File: src/verilog/bpb_cfg.svh
/*
  Address, reset and field constants of the three-port I/O block.
  Assumes it is included by bare name and that data memory addresses are 8 bits.
*/
`ifndef BPB_CFG_SVH
`define BPB_CFG_SVH

// ----------------------------------------
// Data memory addresses
// ----------------------------------------
`define BPB_ADDR_A_DATA 8'h12
`define BPB_ADDR_A_DIR 8'h13
`define BPB_ADDR_B_DATA 8'h14
`define BPB_ADDR_B_DIR 8'h15
`define BPB_ADDR_C_DATA 8'h16
`define BPB_ADDR_C_DIR 8'h17

// ----------------------------------------
// Reset values: latches high, every line an input
// ----------------------------------------
`define BPB_RST_A 8'hFF
`define BPB_RST_B 3'h7
`define BPB_RST_C 2'h3
`define BPB_RD_IDLE 8'h00

// ----------------------------------------
// Field positions
// ----------------------------------------
`define BPB_BZ_BIT 0
`define BPB_BZN_BIT 1
`define BPB_IRQ_BIT 0
`define BPB_CNT_BIT 1
`define BPB_SYNC_W 16

`endif

File: src/verilog/bpb_pkg.sv
/*
  Types shared by the three-port I/O block.
  Assumes the includer also reads bpb_cfg.svh for the constants.
*/
package bpb_pkg;

  // Thirteen lines: eight on port A, three on B, two on C
  typedef struct packed {
    logic [7:0] a;
    logic [2:0] b;
    logic [1:0] c;
  } bpb_pads_t;

  // Data memory access from the core, sampled at the T2 edge
  typedef struct packed {
    logic wr;
    logic rd;
    logic [7:0] addr;
    logic [7:0] wdata;
  } bpb_bus_t;

  // Mask options, static straps
  typedef struct packed {
    logic pull_high;
    logic buzzer;
    logic wake;
  } bpb_opt_t;

  typedef struct packed {
    bpb_pads_t data;
    bpb_pads_t dir;
    logic [7:0] rd_data;
    bpb_pads_t pad_out;
    bpb_pads_t pad_oe;
    logic pull_up;
    logic wake;
    logic [2:0] armed;
    logic [7:0] a_prev;
    logic irq_line;
    logic cnt_line;
  } bpb_state_t;

endpackage

File: src/verilog/bpb_sync.sv
/*
  Two-flop synchroniser for pad levels and option straps.
  Assumes inputs are slow levels; the first flop feeds only the second.
*/
`timescale 1ns/10ps
module bpb_sync #(
  parameter int W = 16
) (
  input wire logic clk_i,
  input wire logic resetn_i,
  input wire logic [W-1:0] async_i,
  output logic [W-1:0] sync_o
);
  typedef struct packed {
    logic [W-1:0] meta;
    logic [W-1:0] stable;
  } bpb_sync_t;

  bpb_sync_t st_r;
  bpb_sync_t st_nxt;

  always_comb begin
    st_nxt.meta = async_i;
    st_nxt.stable = st_r.meta;
    if (!resetn_i) begin
      st_nxt = '0;
    end
  end

  always_ff @(posedge clk_i) begin
    st_r <= st_nxt;
  end

  assign sync_o = st_r.stable;
endmodule

File: src/verilog/bpb_tone.sv
/*
  Tone divider: halves the timer overflow rate into a square wave.
  Assumes the overflow pulse is one cycle wide on the same clock.
*/
`timescale 1ns/10ps
module bpb_tone (
  input wire logic clk_i,
  input wire logic resetn_i,
  input wire logic overflow_i,
  output logic tone_o
);
  typedef struct packed {
    logic tone;
  } bpb_tone_t;

  bpb_tone_t st_r;
  bpb_tone_t st_nxt;

  // Toggling per overflow gives f_timer / (2 x (256 - preload))
  always_comb begin
    st_nxt = st_r;
    if (overflow_i) begin
      st_nxt.tone = ~st_r.tone;
    end
    if (!resetn_i) begin
      st_nxt = '0;
    end
  end

  always_ff @(posedge clk_i) begin
    st_r <= st_nxt;
  end

  assign tone_o = st_r.tone;

  tone_toggle_a: assert property (@(posedge clk_i) disable iff (!resetn_i)
    overflow_i |=> tone_o != $past(tone_o))
    else $error("tone did not toggle on overflow");

  tone_hold_a: assert property (@(posedge clk_i) disable iff (!resetn_i)
    !overflow_i |=> $stable(tone_o))
    else $error("tone changed without overflow");
endmodule

File: src/verilog/bpb_port_top.sv
/*
  Three memory-mapped bidirectional ports with buzzer pair and wake-up.
  Assumes the core presents one read or write strobe per instruction at its
  T2 edge, and a one-cycle timer overflow pulse on the same clock.
*/
`timescale 1ns/10ps
`include "bpb_cfg.svh"

module bpb_port_top (
  input wire logic clk_i,
  input wire logic resetn_i,
  input wire bpb_pkg::bpb_bus_t bus_i,
  input wire bpb_pkg::bpb_pads_t pad_in_i,
  input wire bpb_pkg::bpb_opt_t opt_i,
  input wire logic timer_ovf_i,
  output logic [7:0] rd_data_o,
  output bpb_pkg::bpb_pads_t pad_out_o,
  output bpb_pkg::bpb_pads_t pad_oe_o,
  output logic pull_up_o,
  output logic wake_o,
  output logic irq_line_o,
  output logic counter_line_o
);

  // ----------------------------------------
  // Pad and strap synchronisation
  // ----------------------------------------
  logic [`BPB_SYNC_W-1:0] sync_w;
  bpb_pkg::bpb_pads_t pads_s;
  bpb_pkg::bpb_opt_t opt_s;
  logic tone_w;

  bpb_sync #(
    .W(`BPB_SYNC_W)
  ) u_sync (
    .clk_i(clk_i),
    .resetn_i(resetn_i),
    .async_i({opt_i, pad_in_i}),
    .sync_o(sync_w)
  );

  assign pads_s = sync_w[12:0];
  assign opt_s = sync_w[15:13];

  bpb_tone u_tone (
    .clk_i(clk_i),
    .resetn_i(resetn_i),
    .overflow_i(timer_ovf_i),
    .tone_o(tone_w)
  );

  // ----------------------------------------
  // Read mixing
  // ----------------------------------------
  // Output bits return the latch so a read-modify-write never copies a
  // loaded pad level back into the latch.
  function automatic logic [7:0] port_mix(
    input logic [7:0] dir,
    input logic [7:0] latch,
    input logic [7:0] pad
  );
    port_mix = (dir & pad) | (~dir & latch);
  endfunction

  bpb_pkg::bpb_state_t st_r;
  bpb_pkg::bpb_state_t st_nxt;

  // ----------------------------------------
  // Next state
  // ----------------------------------------
  always_comb begin
    st_nxt = st_r;

    // Writes land only in implemented bits
    if (bus_i.wr) begin
      if (bus_i.addr == `BPB_ADDR_A_DATA) begin
        st_nxt.data.a = bus_i.wdata;
      end else if (bus_i.addr == `BPB_ADDR_A_DIR) begin
        st_nxt.dir.a = bus_i.wdata;
      end else if (bus_i.addr == `BPB_ADDR_B_DATA) begin
        st_nxt.data.b = bus_i.wdata[2:0];
      end else if (bus_i.addr == `BPB_ADDR_B_DIR) begin
        st_nxt.dir.b = bus_i.wdata[2:0];
      end else if (bus_i.addr == `BPB_ADDR_C_DATA) begin
        st_nxt.data.c = bus_i.wdata[1:0];
      end else if (bus_i.addr == `BPB_ADDR_C_DIR) begin
        st_nxt.dir.c = bus_i.wdata[1:0];
      end
    end

    // Reads sample the synchronised pads in the strobe cycle
    if (bus_i.rd) begin
      if (bus_i.addr == `BPB_ADDR_A_DATA) begin
        st_nxt.rd_data = port_mix(st_r.dir.a, st_r.data.a, pads_s.a);
      end else if (bus_i.addr == `BPB_ADDR_A_DIR) begin
        st_nxt.rd_data = st_r.dir.a;
      end else if (bus_i.addr == `BPB_ADDR_B_DATA) begin
        st_nxt.rd_data = port_mix({5'h00, st_r.dir.b}, {5'h00, st_r.data.b},
                                  {5'h00, pads_s.b});
      end else if (bus_i.addr == `BPB_ADDR_B_DIR) begin
        st_nxt.rd_data = {5'h00, st_r.dir.b};
      end else if (bus_i.addr == `BPB_ADDR_C_DATA) begin
        st_nxt.rd_data = port_mix({6'h00, st_r.dir.c}, {6'h00, st_r.data.c},
                                  {6'h00, pads_s.c});
      end else if (bus_i.addr == `BPB_ADDR_C_DIR) begin
        st_nxt.rd_data = {6'h00, st_r.dir.c};
      end else begin
        st_nxt.rd_data = `BPB_RD_IDLE;
      end
    end

    // Pad drive follows the direction bits one cycle later
    st_nxt.pad_oe.a = ~st_r.dir.a;
    st_nxt.pad_oe.b = ~st_r.dir.b;
    st_nxt.pad_oe.c = ~st_r.dir.c;
    st_nxt.pad_out = st_r.data;

    if (opt_s.buzzer) begin
      // Bit 0 latch gates both lines, whatever bit 0 direction is
      st_nxt.pad_out.b[`BPB_BZ_BIT] = st_r.data.b[`BPB_BZ_BIT] & tone_w;
      st_nxt.pad_out.b[`BPB_BZN_BIT] = st_r.data.b[`BPB_BZ_BIT] & ~tone_w;
    end

    st_nxt.pull_up = opt_s.pull_high;

    // Wake on any change of a port A input line. The synchroniser is cleared
    // by reset and refills two edges later; arming waits three edges so that
    // refill is never taken for a pin change.
    st_nxt.a_prev = pads_s.a;
    st_nxt.armed = {st_r.armed[1:0], 1'b1};
    st_nxt.wake = opt_s.wake & st_r.armed[2] & |((pads_s.a ^ st_r.a_prev) & st_r.dir.a);

    st_nxt.irq_line = pads_s.c[`BPB_IRQ_BIT];
    st_nxt.cnt_line = pads_s.c[`BPB_CNT_BIT];

    if (!resetn_i) begin
      st_nxt = '0;
      st_nxt.data = {`BPB_RST_A, `BPB_RST_B, `BPB_RST_C};
      st_nxt.dir = {`BPB_RST_A, `BPB_RST_B, `BPB_RST_C};
    end
  end

  always_ff @(posedge clk_i) begin
    st_r <= st_nxt;
  end

  // ----------------------------------------
  // Outputs
  // ----------------------------------------
  assign rd_data_o = st_r.rd_data;
  assign pad_out_o = st_r.pad_out;
  assign pad_oe_o = st_r.pad_oe;
  assign pull_up_o = st_r.pull_up;
  assign wake_o = st_r.wake;
  assign irq_line_o = st_r.irq_line;
  assign counter_line_o = st_r.cnt_line;

  // ----------------------------------------
  // Assertions
  // ----------------------------------------
  reset_inputs_a: assert property (@(posedge clk_i) disable iff (1'b0)
    !resetn_i |=> (pad_oe_o == '0) && (st_r.dir == '1) && (st_r.data == '1))
    else $error("lines not inputs after reset");

  latch_write_a: assert property (@(posedge clk_i) disable iff (!resetn_i)
    bus_i.wr && bus_i.addr == `BPB_ADDR_A_DATA
    |=> st_r.data.a == $past(bus_i.wdata) ##1 pad_out_o.a == $past(st_r.data.a))
    else $error("port A write not latched and driven");

  latch_hold_a: assert property (@(posedge clk_i) disable iff (!resetn_i)
    !(bus_i.wr && bus_i.addr == `BPB_ADDR_A_DATA) |=> $stable(st_r.data.a))
    else $error("port A latch changed without write");

  read_mix_a: assert property (@(posedge clk_i) disable iff (!resetn_i)
    bus_i.rd && bus_i.addr == `BPB_ADDR_A_DATA
    |=> rd_data_o == (($past(pads_s.a) & $past(st_r.dir.a))
                      | ($past(st_r.data.a) & ~$past(st_r.dir.a))))
    else $error("port A read mix wrong");

  unimpl_zero_a: assert property (@(posedge clk_i) disable iff (!resetn_i)
    bus_i.rd && (bus_i.addr == `BPB_ADDR_B_DATA || bus_i.addr == `BPB_ADDR_C_DATA)
    |=> rd_data_o[7:3] == 5'h00 && (!$past(bus_i.addr[1]) || rd_data_o[2] == 1'b0))
    else $error("unimplemented bits read nonzero");

  out_enable_a: assert property (@(posedge clk_i) disable iff (!resetn_i)
    $stable(st_r.dir) |-> pad_oe_o == ~st_r.dir)
    else $error("output enable disagrees with direction");

  buzz_gate_a: assert property (@(posedge clk_i) disable iff (!resetn_i)
    opt_s.buzzer && !st_r.data.b[0] ##1 $stable(opt_s) && $stable(st_r.data.b)
    |-> pad_out_o.b[1:0] == 2'h0)
    else $error("buzzer lines not low with bit 0 clear");

  buzz_pair_a: assert property (@(posedge clk_i) disable iff (!resetn_i)
    opt_s.buzzer && st_r.data.b[0] ##1 $stable(opt_s) && $stable(st_r.data.b)
    |-> pad_out_o.b[1] == ~pad_out_o.b[0])
    else $error("buzzer pair not complementary");

  plain_b_a: assert property (@(posedge clk_i) disable iff (!resetn_i)
    !opt_s.buzzer ##1 $stable(opt_s) && $stable(st_r.data.b)
    |-> pad_out_o.b == st_r.data.b)
    else $error("port B not plain without buzzer");

  wake_opt_a: assert property (@(posedge clk_i) disable iff (!resetn_i)
    wake_o |-> $past(opt_s.wake) && $past(st_r.dir.a) != 8'h00)
    else $error("wake without option or input line");

  pull_all_a: assert property (@(posedge clk_i) disable iff (!resetn_i)
    ##1 pull_up_o == $past(opt_s.pull_high))
    else $error("pull-up does not follow option");

  shared_c_a: assert property (@(posedge clk_i) disable iff (!resetn_i)
    ##1 irq_line_o == $past(pads_s.c[0]) && counter_line_o == $past(pads_s.c[1]))
    else $error("shared port C lines not forwarded");

  // ----------------------------------------
  // Register map checks
  // ----------------------------------------
  // Narrow ports keep only their implemented bits, whatever the core writes
  latch_write_b_a: assert property (@(posedge clk_i) disable iff (!resetn_i)
    bus_i.wr && bus_i.addr == `BPB_ADDR_B_DATA |=> st_r.data.b == $past(bus_i.wdata[2:0]))
    else $error("port B write not latched");

  latch_write_c_a: assert property (@(posedge clk_i) disable iff (!resetn_i)
    bus_i.wr && bus_i.addr == `BPB_ADDR_C_DATA |=> st_r.data.c == $past(bus_i.wdata[1:0]))
    else $error("port C write not latched");

  dir_write_a_a: assert property (@(posedge clk_i) disable iff (!resetn_i)
    bus_i.wr && bus_i.addr == `BPB_ADDR_A_DIR |=> st_r.dir.a == $past(bus_i.wdata))
    else $error("port A direction write lost");

  dir_write_c_a: assert property (@(posedge clk_i) disable iff (!resetn_i)
    bus_i.wr && bus_i.addr == `BPB_ADDR_C_DIR |=> st_r.dir.c == $past(bus_i.wdata[1:0]))
    else $error("port C direction write lost");

  dir_read_b_a: assert property (@(posedge clk_i) disable iff (!resetn_i)
    bus_i.rd && bus_i.addr == `BPB_ADDR_B_DIR |=> rd_data_o == {5'h00, $past(st_r.dir.b)})
    else $error("port B direction read wrong");

  dir_read_a_a: assert property (@(posedge clk_i) disable iff (!resetn_i)
    bus_i.rd && bus_i.addr == `BPB_ADDR_A_DIR |=> rd_data_o == $past(st_r.dir.a))
    else $error("port A direction read wrong");

  // Addresses outside the six registers answer zero
  unmapped_read_a: assert property (@(posedge clk_i) disable iff (!resetn_i)
    bus_i.rd && (bus_i.addr < `BPB_ADDR_A_DATA || bus_i.addr > `BPB_ADDR_C_DIR)
    |=> rd_data_o == 8'h00)
    else $error("unmapped read not zero");

  // Read data stands between reads so the core may take it late
  read_hold_a: assert property (@(posedge clk_i) disable iff (!resetn_i)
    !bus_i.rd |=> $stable(rd_data_o))
    else $error("read data changed without read");

  wake_gate_a: assert property (@(posedge clk_i) disable iff (!resetn_i)
    !opt_s.wake |=> !wake_o)
    else $error("wake with option disabled");

  wake_output_a: assert property (@(posedge clk_i) disable iff (!resetn_i)
    wake_o |-> $past(st_r.armed[2]))
    else $error("wake before synchroniser refilled");

  write_a_c: cover property (@(posedge clk_i) disable iff (!resetn_i)
    bus_i.wr && bus_i.addr == `BPB_ADDR_A_DATA ##1 bus_i.rd);
  buzz_on_c: cover property (@(posedge clk_i) disable iff (!resetn_i)
    opt_s.buzzer && st_r.data.b[0] && pad_out_o.b[0]);
  wake_c: cover property (@(posedge clk_i) disable iff (!resetn_i)
    wake_o);
  read_b_c: cover property (@(posedge clk_i) disable iff (!resetn_i)
    bus_i.rd && bus_i.addr == `BPB_ADDR_B_DATA);
  read_c_c: cover property (@(posedge clk_i) disable iff (!resetn_i)
    bus_i.rd && bus_i.addr == `BPB_ADDR_C_DATA);

endmodule

File: config.mk
export PLATFORM = sky130hd
export DESIGN_NAME = bpb_port_top
export DESIGN_NICKNAME = d
export VERILOG_FILES = /design/src/verilog/bpb_pkg.sv /design/src/verilog/bpb_sync.sv /design/src/verilog/bpb_tone.sv /design/src/verilog/bpb_port_top.sv
export VERILOG_INCLUDE_DIRS = /design/src /design/src/verilog
export SDC_FILE = /design/constraint.sdc
export NUM_CORES = 1
export LEC_CHECK = 0
export ABC_AREA = 1
export BUFFER_PORTS_ARGS = -buffer_cell sky130_fd_sc_hd__buf_2
export CORE_MARGIN = 5
export CORE_UTILIZATION = 49
export CTS_CLUSTER_SIZE = 25
export DETAILED_ROUTE_END_ITERATION = 6
export GPL_TIMING_DRIVEN = 0
export PLACE_DENSITY_LB_ADDON = 0.2
export SYNTH_ARGS = -nofsm -noshare
export SYNTH_HDL_FRONTEND = slang
export SYNTH_SLANG_ARGS = --single-unit
export TNS_END_PERCENT = 20
File: constraint.sdc
create_clock -name clk_i -period 0.9 [get_ports clk_i]
set_input_delay 0.045 -clock clk_i [delete_from_list [all_inputs] [get_ports clk_i]]
set_output_delay 0.045 -clock clk_i [all_outputs]
set_load 0.05 [all_outputs]
# After elaboration in Yosys (flattened, before gate mapping)
# Cells that the tools add are included.
# classes
muxes	8
n_bitwise	26
eq_ne	6
reduce_logical	7
# ops
op	count
equality test 8 x 5 -> 1 bit (second input constant)	6
two-way mux 8 bit	5
AND 8 bit	3
two-way mux 11 bit	1
AND 8 x 2 -> 8 bit	1
AND 8 x 3 -> 8 bit	1
inverter 2 -> 8 bit	1
inverter 3 -> 8 bit	1
inverter 8 bit	1
OR 2 x 8 -> 8 bit	1
OR 3 x 8 -> 8 bit	1
OR 8 bit	1
OR reduction 8 bit	1
XOR 8 bit	1
AND reduction 7 bit	1
inverter 1 bit	6
AND reduction 6 bit	1
AND reduction 5 bit	1
AND 1 bit	4
two-way mux 2 bit	2
AND reduction 4 bit	1
AND 3 bit	1
inverter 3 bit	1
AND reduction 3 bit	1
other kinds (3)	3
# word_totals
inputBits	37
regBits	108
out_inout_bits	38
elab_cells	70

# Depth between registers and ports, before layout
# Gate-level depths: netlist of the first run.
# logic_depth
ltp_word	8
mapped_depth	10
ltp_nobuf	10

# Hierarchy
# Synthesis of the first run repeated with hierarchy kept, for this count alone.
# hier_totals
cells_unflattened	560
area_unflattened_um2	4357.9
# modules_own_cells
mod	n_inst	seq_area_each_um2	cells_each	area_each_um2
bpb_port_top	1	1501.4	440	3288.2
bpb_sync	1	640.6	115	1034.7
bpb_tone	1	20.0	5	35.0

# Least setup slack after synthesis of the first run
# Ideal clock, no wire load.
# synth_timing
path_type	register to register
start	reg u_sync.st_r, in the netlist u_sync.sync_o[12]
end	reg st_r, in the netlist wake_o
t_arrival_ps	883
path_stages_with_launch	6
period_less_slack_ps	1000
setup_ps	117
t_required_ps	783
n_path_buf	0
slack_ps	-100
cell_sequence	dfxtp_1 > or2_2 > nand3_1 > nand4_1 > nor3_1 > nor2_1
# synth_via
elab_chain_len	4
# synth_lines
item	line	source
start: declaration	bpb_sync.sv:19	bpb_sync_t st_r;
start signal: assignment	bpb_sync.sv:31	st_r <= st_nxt;
XOR 8 bit	bpb_port_top.sv:131	st_nxt.wake = opt_s.wake & st_r.armed[2] & |((pads_s.a ^ st_r.a_prev) & st_r.dir.a);
AND 8 bit	bpb_port_top.sv:131	
OR reduction 8 bit	bpb_port_top.sv:131	
AND 1 bit	bpb_port_top.sv:131	
end signal: assignment	bpb_port_top.sv:144	st_r <= st_nxt;
end: declaration	bpb_port_top.sv:65	bpb_pkg::bpb_state_t st_r;
# Every way passes these cells.
# A chain may end at the register's enable or synchronous reset.

# Worst setup path after layout of the first run
# Ends and elaborated chain as after synthesis.

==> results of run 1 <==
[metal layers]
metal  track usage [%]  part of all wire [%]  up-vias
li1                  -                     -     1777
met1              25.8                    46     1478
met4              7.16                   1.5        0
met2              30.8                    46       98
met5                 0                     0        -
met3              3.34                   6.4       11
[state kept, by name, indices dropped and copies added (netlist names)]
name            cells
rd_data_o           8
u_sync.sync_o      16
wake_o              1
u_tone.tone_o       1
pad_out_o          13
st_r               37
pad_oe_o           13
counter_line_o      1
pull_up_o           1
irq_line_o          1
u_sync.st_r        16
[stage by stage]
stage                     hold WS, ps  worst slack [ps]  util, %  instance area, um2  TNS (ps)
final                            46.8              -133     67.1                5510     -1330
after global routing             52.7              -200     67.1                5510     -3320
after CTS                        31.5              -158     66.5                5460     -2880
after detailed placement          225              -510     57.1                4690    -27700
after global placement            224              -499     57.1                4690    -26590
after floorplan                  72.7             -81.5        -                4200      -202
[layout make-up]
class                           count  area, um2  share of cell area, %
Sequential cell                   108       2250                   40.8
Inverter                           97        384                   6.97
Tap cell                          105        131                   2.38
Clock buffer                       10        128                   2.32
Clock inverter                      6       96.3                   1.75
Multi-Input combinational cell    277       1360                   24.7
Buffer                             28        180                   3.27
Timing Repair Buffer              102        983                   17.8
[power by group through the flow]
| stage | clock (mW) | sequential [mW] | combinational [mW] |
|---|---|---|---|
| after floorplan | 0 | 5.09 | 0.569 |
| after global placement | 0 | 5.09 | 0.809 |
| after detailed placement | 0 | 5.10 | 0.822 |
| after CTS | 3.30 | 5.00 | 0.987 |
| after global routing | 3.53 | 5.01 | 1.08 |
| final | 3.24 | 4.99 | 0.988 |
[kinds of logic (layout without fill, tap and decap cells)]
kind of cell | count (synthesis) | count (layout) | share of synthesized area [%]
mux | 2 | 2 | 0.483
compound gates | 63 | 63 | 8.57
buf+inv | 147 | 243 | 16.9
xor+xnor | 2 | 2 | 0.423
simple gates | 210 | 210 | 21.5
flops | 108 | 108 | 52.2
[path summary, 6_finish.rpt]
| check | slack [ps] | from | cells after the start | endpoint |
|---|---|---|---|---|
| worst min register to register | 410 | u_sync.st_r[22] | 2 | u_sync.sync_o[6] |
| worst max register to register | -130 | u_sync.sync_o[12] | 5 | wake_o |
| worst min-delay path | 50 | bus_i[16] | 5 | rd_data_o[6] |
| worst max-delay path | -130 | u_sync.sync_o[12] | 5 | wake_o |
[Yosys cell counts, drive strengths merged]
library cell  instances  share of area [%]
nor3                  2               0.24
nand2               125                 12
mux2i                 2               0.48
buf                  39                7.1
or2                   2               0.30
xnor2                 2               0.42
a31oi                 1               0.15
nand3                26                3.1
nor2                 50                5.4
inv                  97                8.8
clkbuf               11                1.0
o2111ai               1               0.21
nand4                 5               0.91
dfxtp               108                 52
a21oi                15                1.8
o21ai                32                3.9
o31ai                 1               0.18
o211ai               13                2.4
[worst min-delay path, stage by stage]
cell     delay [ps]
buf_2           120
nor2_1           50
nor2_1           70
o21ai_1          60
inv_1            40
[what timing repair did]
| action | CTS | global route |
|---|---|---|
| pin swaps | 6 | 6 |
| gates resized for setup | 140 | 58 |
| endpoints found under the hold margin | 32 | 0 |
| buffers inserted | 0 | 3 |
| setup endpoints to repair | 76 | 81 |
| hold buffers | 26 | 0 |
==> run metrics, run 1 <==
Fillers=688; CTS buffer count=9; total chip power=9.22 mW; Avg Inst Size Synth=7.79 um2; fraction of the yosys area taken by sequential cells=52.2%; Power Dens Cells=1670 mW/mm2; Nets=660; synth-to-layout area growth=33.0%; Reg power frac=54.1%; Largest delay share family, worst path=simple AND/OR/NAND/NOR gates; vias in the first global route=3164; DR vias=3364; syn_nets=569; Clock power frac=35.2%; Port Buf Inserts=73; Final ANT Viol Nets=0; CP Buf/Inv Count=0; crit end category=flip-flop; Die Area=0.0104 mm2; Slew Viols, Final=0; GP Congestion=0.878; leakage power=2.96 nW; HP Class=in2reg; vias per cell=4.59; core area=0.00822 mm2; Worst Skew=11.5 ps; WP data required=1160 ps; CTS tree=yes; CP max stage cell=dfxtp_2; CTS root buffer=clkbuf_8; share of power burned in combinational logic=10.7%; Peak VDD IR=1210 uV; failing checks=setup timing; CP cell instances=or2_4 -> nand3_2 -> nand4_1 -> nor3_2 -> nor2_1; Initial Util=50.4%; Syn Inst Count=532; number of synthesized register bits=108; Max FO, Critical Path=4; total wire length=9190 um; placed cells=710; Worst Tran Pin Value=599 ps; max cap viols=0; Slew headroom=60.1%; max frequency=0.968 GHz; Period minus WS final=1030 ps; CTS H-Tree Depth=3; run status=complete, but fails checks; Clock transition at path regs=110 ps; Synth cell types=26; Congestion Overflow GR=0; Die Y-Extent=102 um; Setup violations, final=27; synth warn=0; initial antenna violation count=0; startpoint types=flip-flop; RSZ-0062 raised after global routing=true; clock sinks=108; drt wl/cell=12.5 um; DRT Pass-1 Iters=4; hpwl dp=6660 um; Iteration-0 DRC Markers=233; first-pass GRT wire length=15400 um; final hold vios=0; ANT cells=0; clk_lat worst skew=360 ps; Largest stage delay, worst path=350 ps; CP Data Arrival Time=1290 ps; period utilization=115%; largest net degree at the start of global routing=19; commonest non-fill, non-tap cells in the layout=119 x nand2_1, 88 x inv_1, 58 x dfxtp_1; Psw=2.29 mW; Synth Cell Area=0.00415 mm2; commonest non-fill, non-tap cell in the layout=nand2_1; kind of critical path=reg2reg; Rows=33; DRC viols=0; Layout Cells excl Fill=733; Max clock buf depth=2; sw frac=24.9%; Total Routing Usage GR=19.1%; Setup WS post-layout=-133 ps; Ports=75; Cell Int Power=6.93 mW; die width=102 um; share of cells above drive strength 1=31.1%
Note: power is estimated with default switching activity, not from simulation.
==> run 2, diff against run 1 <==
- CORE_UTILIZATION: 49 -> 35
- SKIP_LAST_GASP: not set -> 1
==> run 2 against run 1 <==
- the run still ends with setup timing left
- final cell count rose by 7.2%
- clock-buffer cell count is 2 higher
- sequential power about the same
- clock power grew 15%
- total power increased by 5.0%
- fmax down 5.5%
- first-iteration DRC count is 22% lower
- setup slack worse by 60 ps
- global-route usage down 5.4 points
- largest power group unchanged
==> run metrics, run 2 (synthesized netlist as in run 1, its figures left out) <==
CTS tree=yes (unchanged); Die Area=0.0141 mm2 (was 0.0104 mm2); largest net degree at the start of global routing=18 (was 19); hpwl dp=7180 um (was 6660 um); leakage power=3.02 nW (was 2.96 nW); final hold vios=0 (unchanged); clock sinks=108 (unchanged); first-pass GRT wire length=15500 um (was 15400 um); commonest non-fill, non-tap cell in the layout=nand2_1 (unchanged); period utilization=121% (was 115%); DRC viols=0 (unchanged); CP max stage cell=dfxtp_2 (unchanged); CP Data Arrival Time=1330 ps (was 1290 ps); CTS root buffer=clkbuf_16 (was clkbuf_8); Clock transition at path regs=70 ps (was 110 ps); Ports=75 (unchanged); kind of critical path=reg2reg (unchanged); CTS H-Tree Depth=3 (unchanged); setup_tns=-3550 ps (was -1330 ps); Period minus WS final=1090 ps (was 1030 ps); total wire length=9500 um (was 9190 um); HP Class=in2reg (unchanged); Rows=39 (was 33); max frequency=0.915 GHz (was 0.968 GHz); DRT Pass-1 Iters=4 (unchanged); startpoint types=flip-flop (unchanged); Largest stage delay, worst path=340 ps (was 350 ps); Iteration-0 DRC Markers=181 (was 233); DR vias=3341 (was 3364); Final ANT Viol Nets=0 (unchanged); commonest non-fill, non-tap cells in the layout=119 x nand2_1, 86 x inv_1, 81 x dfxtp_1 (was 119 x nand2_1, 88 x inv_1, 58 x dfxtp_1); max cap viols=0 (unchanged); Max FO, Critical Path=4 (unchanged); Worst Tran Pin Value=614 ps (was 599 ps); Initial Util=36.0% (was 50.4%); core area=0.0115 mm2 (was 0.00822 mm2); Peak VDD IR=835 uV (was 1210 uV); GP Congestion=0.878 (about the same); vias per cell=4.25 (was 4.59); Slew Viols, Final=0 (unchanged); synth-to-layout area growth=32.3% (was 33.0%); share of cells above drive strength 1=28.8% (was 31.1%); CP Buf/Inv Count=0 (unchanged); Nets=675 (was 660); clk_lat worst skew=340 ps (was 360 ps); ANT cells=0 (unchanged); Largest Register=st_r (unchanged); Fillers=1149 (was 688); crit end category=flip-flop (unchanged); Congestion Overflow GR=0 (unchanged); Max clock buf depth=2 (unchanged); run status=complete, but fails checks (unchanged); RSZ-0062 raised after global routing=true (unchanged); multi-input logic area=0.00134 mm2 (was 0.00136 mm2); Largest delay share family, worst path=simple AND/OR/NAND/NOR gates (unchanged); drt wl/cell=12.1 um (was 12.5 um); Total Routing Usage GR=13.7% (was 19.1%); Worst Skew=7.55 ps (was 11.5 ps); WP data required=1140 ps (was 1160 ps); Hold WS=69.0 ps (was 46.8 ps); Die Y-Extent=119 um (was 102 um); failing checks=setup timing (unchanged); initial antenna violation count=0 (unchanged); die width=119 um (was 102 um); Power Dens Cells=1760 mW/mm2 (was 1670 mW/mm2); CP cell instances=or2_4 -> nand3_2 -> nand4_1 -> nor3_2 -> nor2_1 (unchanged); Port Buf Inserts=73 (unchanged); sequential standard cell area=0.00221 mm2 (was 0.00225 mm2); vias in the first global route=3078 (was 3164); Setup WS post-layout=-193 ps (was -133 ps); max reg flops=37 (unchanged); Setup violations, final=34 (was 27); Slew headroom=59.1% (was 60.1%); CTS buffer count=9 (unchanged)
==> run 2: cell types whose count changed in the layout (fill, tap and decap cells not counted), moves of 9 or more <==
cell       delta
clkbuf_16     +9
buf_2        +24
buf_8        -13
buf_4        +12
dfxtp_2      -19
dfxtp_1      +23
==> run 2: worst paths after layout <==
check	from	end	slack (ps)	cells after the start
setup reg to reg	u_sync.sync_o[12]	wake_o	-190	5
setup / recovery	u_sync.sync_o[12]	wake_o	-190	5
hold reg to reg	u_sync.st_r[24]	u_sync.sync_o[8]	410	2
hold / removal	bus_i[16]	rd_data_o[5]	70	5
==> run 2: repair_timing <==
item / 4_1_cts / 5_1_grt
buffers inserted: 2 / 4
pin swaps: 3 / 8
endpoints found under the hold margin: 32 / 0
gates resized for setup: 66 / 41
cloned: 0 / 2
hold buffers: 26 / 0
endpoints found under the setup margin: 77 / 105
==> run 2: metal layers <==
metal  global-route usage (%)  vias to the layer above  wire length, um
met3                     2.27                        7              463
met2                     22.4                       68             4470
met4                     6.01                        0              101
met1                     17.9                     1461             4470
met5                        0                        -                0
li1                         -                     1805                -
==> run 2: worst min-delay path: stages <==
cell and delay [ps]:
buf_2 110, nor2_1 50, nor2_1 60, o21ai_0 70, inv_1 50
==> run 2: cell type report <==
type                    instances  area share (%)
flip-flops and latches        108            40.3
clock inverters                 4           0.593
well taps                     143            3.26
plain buffers                  38            4.63
multi-input cells             277            24.5
clock buffers                  12            4.50
inverters                      97            7.03
repair buffers                107            15.2
==> run 2: stage by stage <==
step	std cells	utilization (%)	cell area, um2	setup WS [ps]	power [mW]
finish	786	47.6	5480	-193	9.67
global route	786	47.6	5480	-237	10.1
CTS	780	46.7	5380	-161	9.79
detailed placement	748	41.2	4740	-520	5.93
global placement	748	41.2	4740	-523	5.92
floorplan	532	-	4200	-81.5	5.66
==> run 2: report_power, final <==
group	switching [mW]	total, mW	internal [mW]
sequential	0.0729	4.99	4.91
combinational	0.565	0.958	0.393
clock	1.75	3.73	1.98
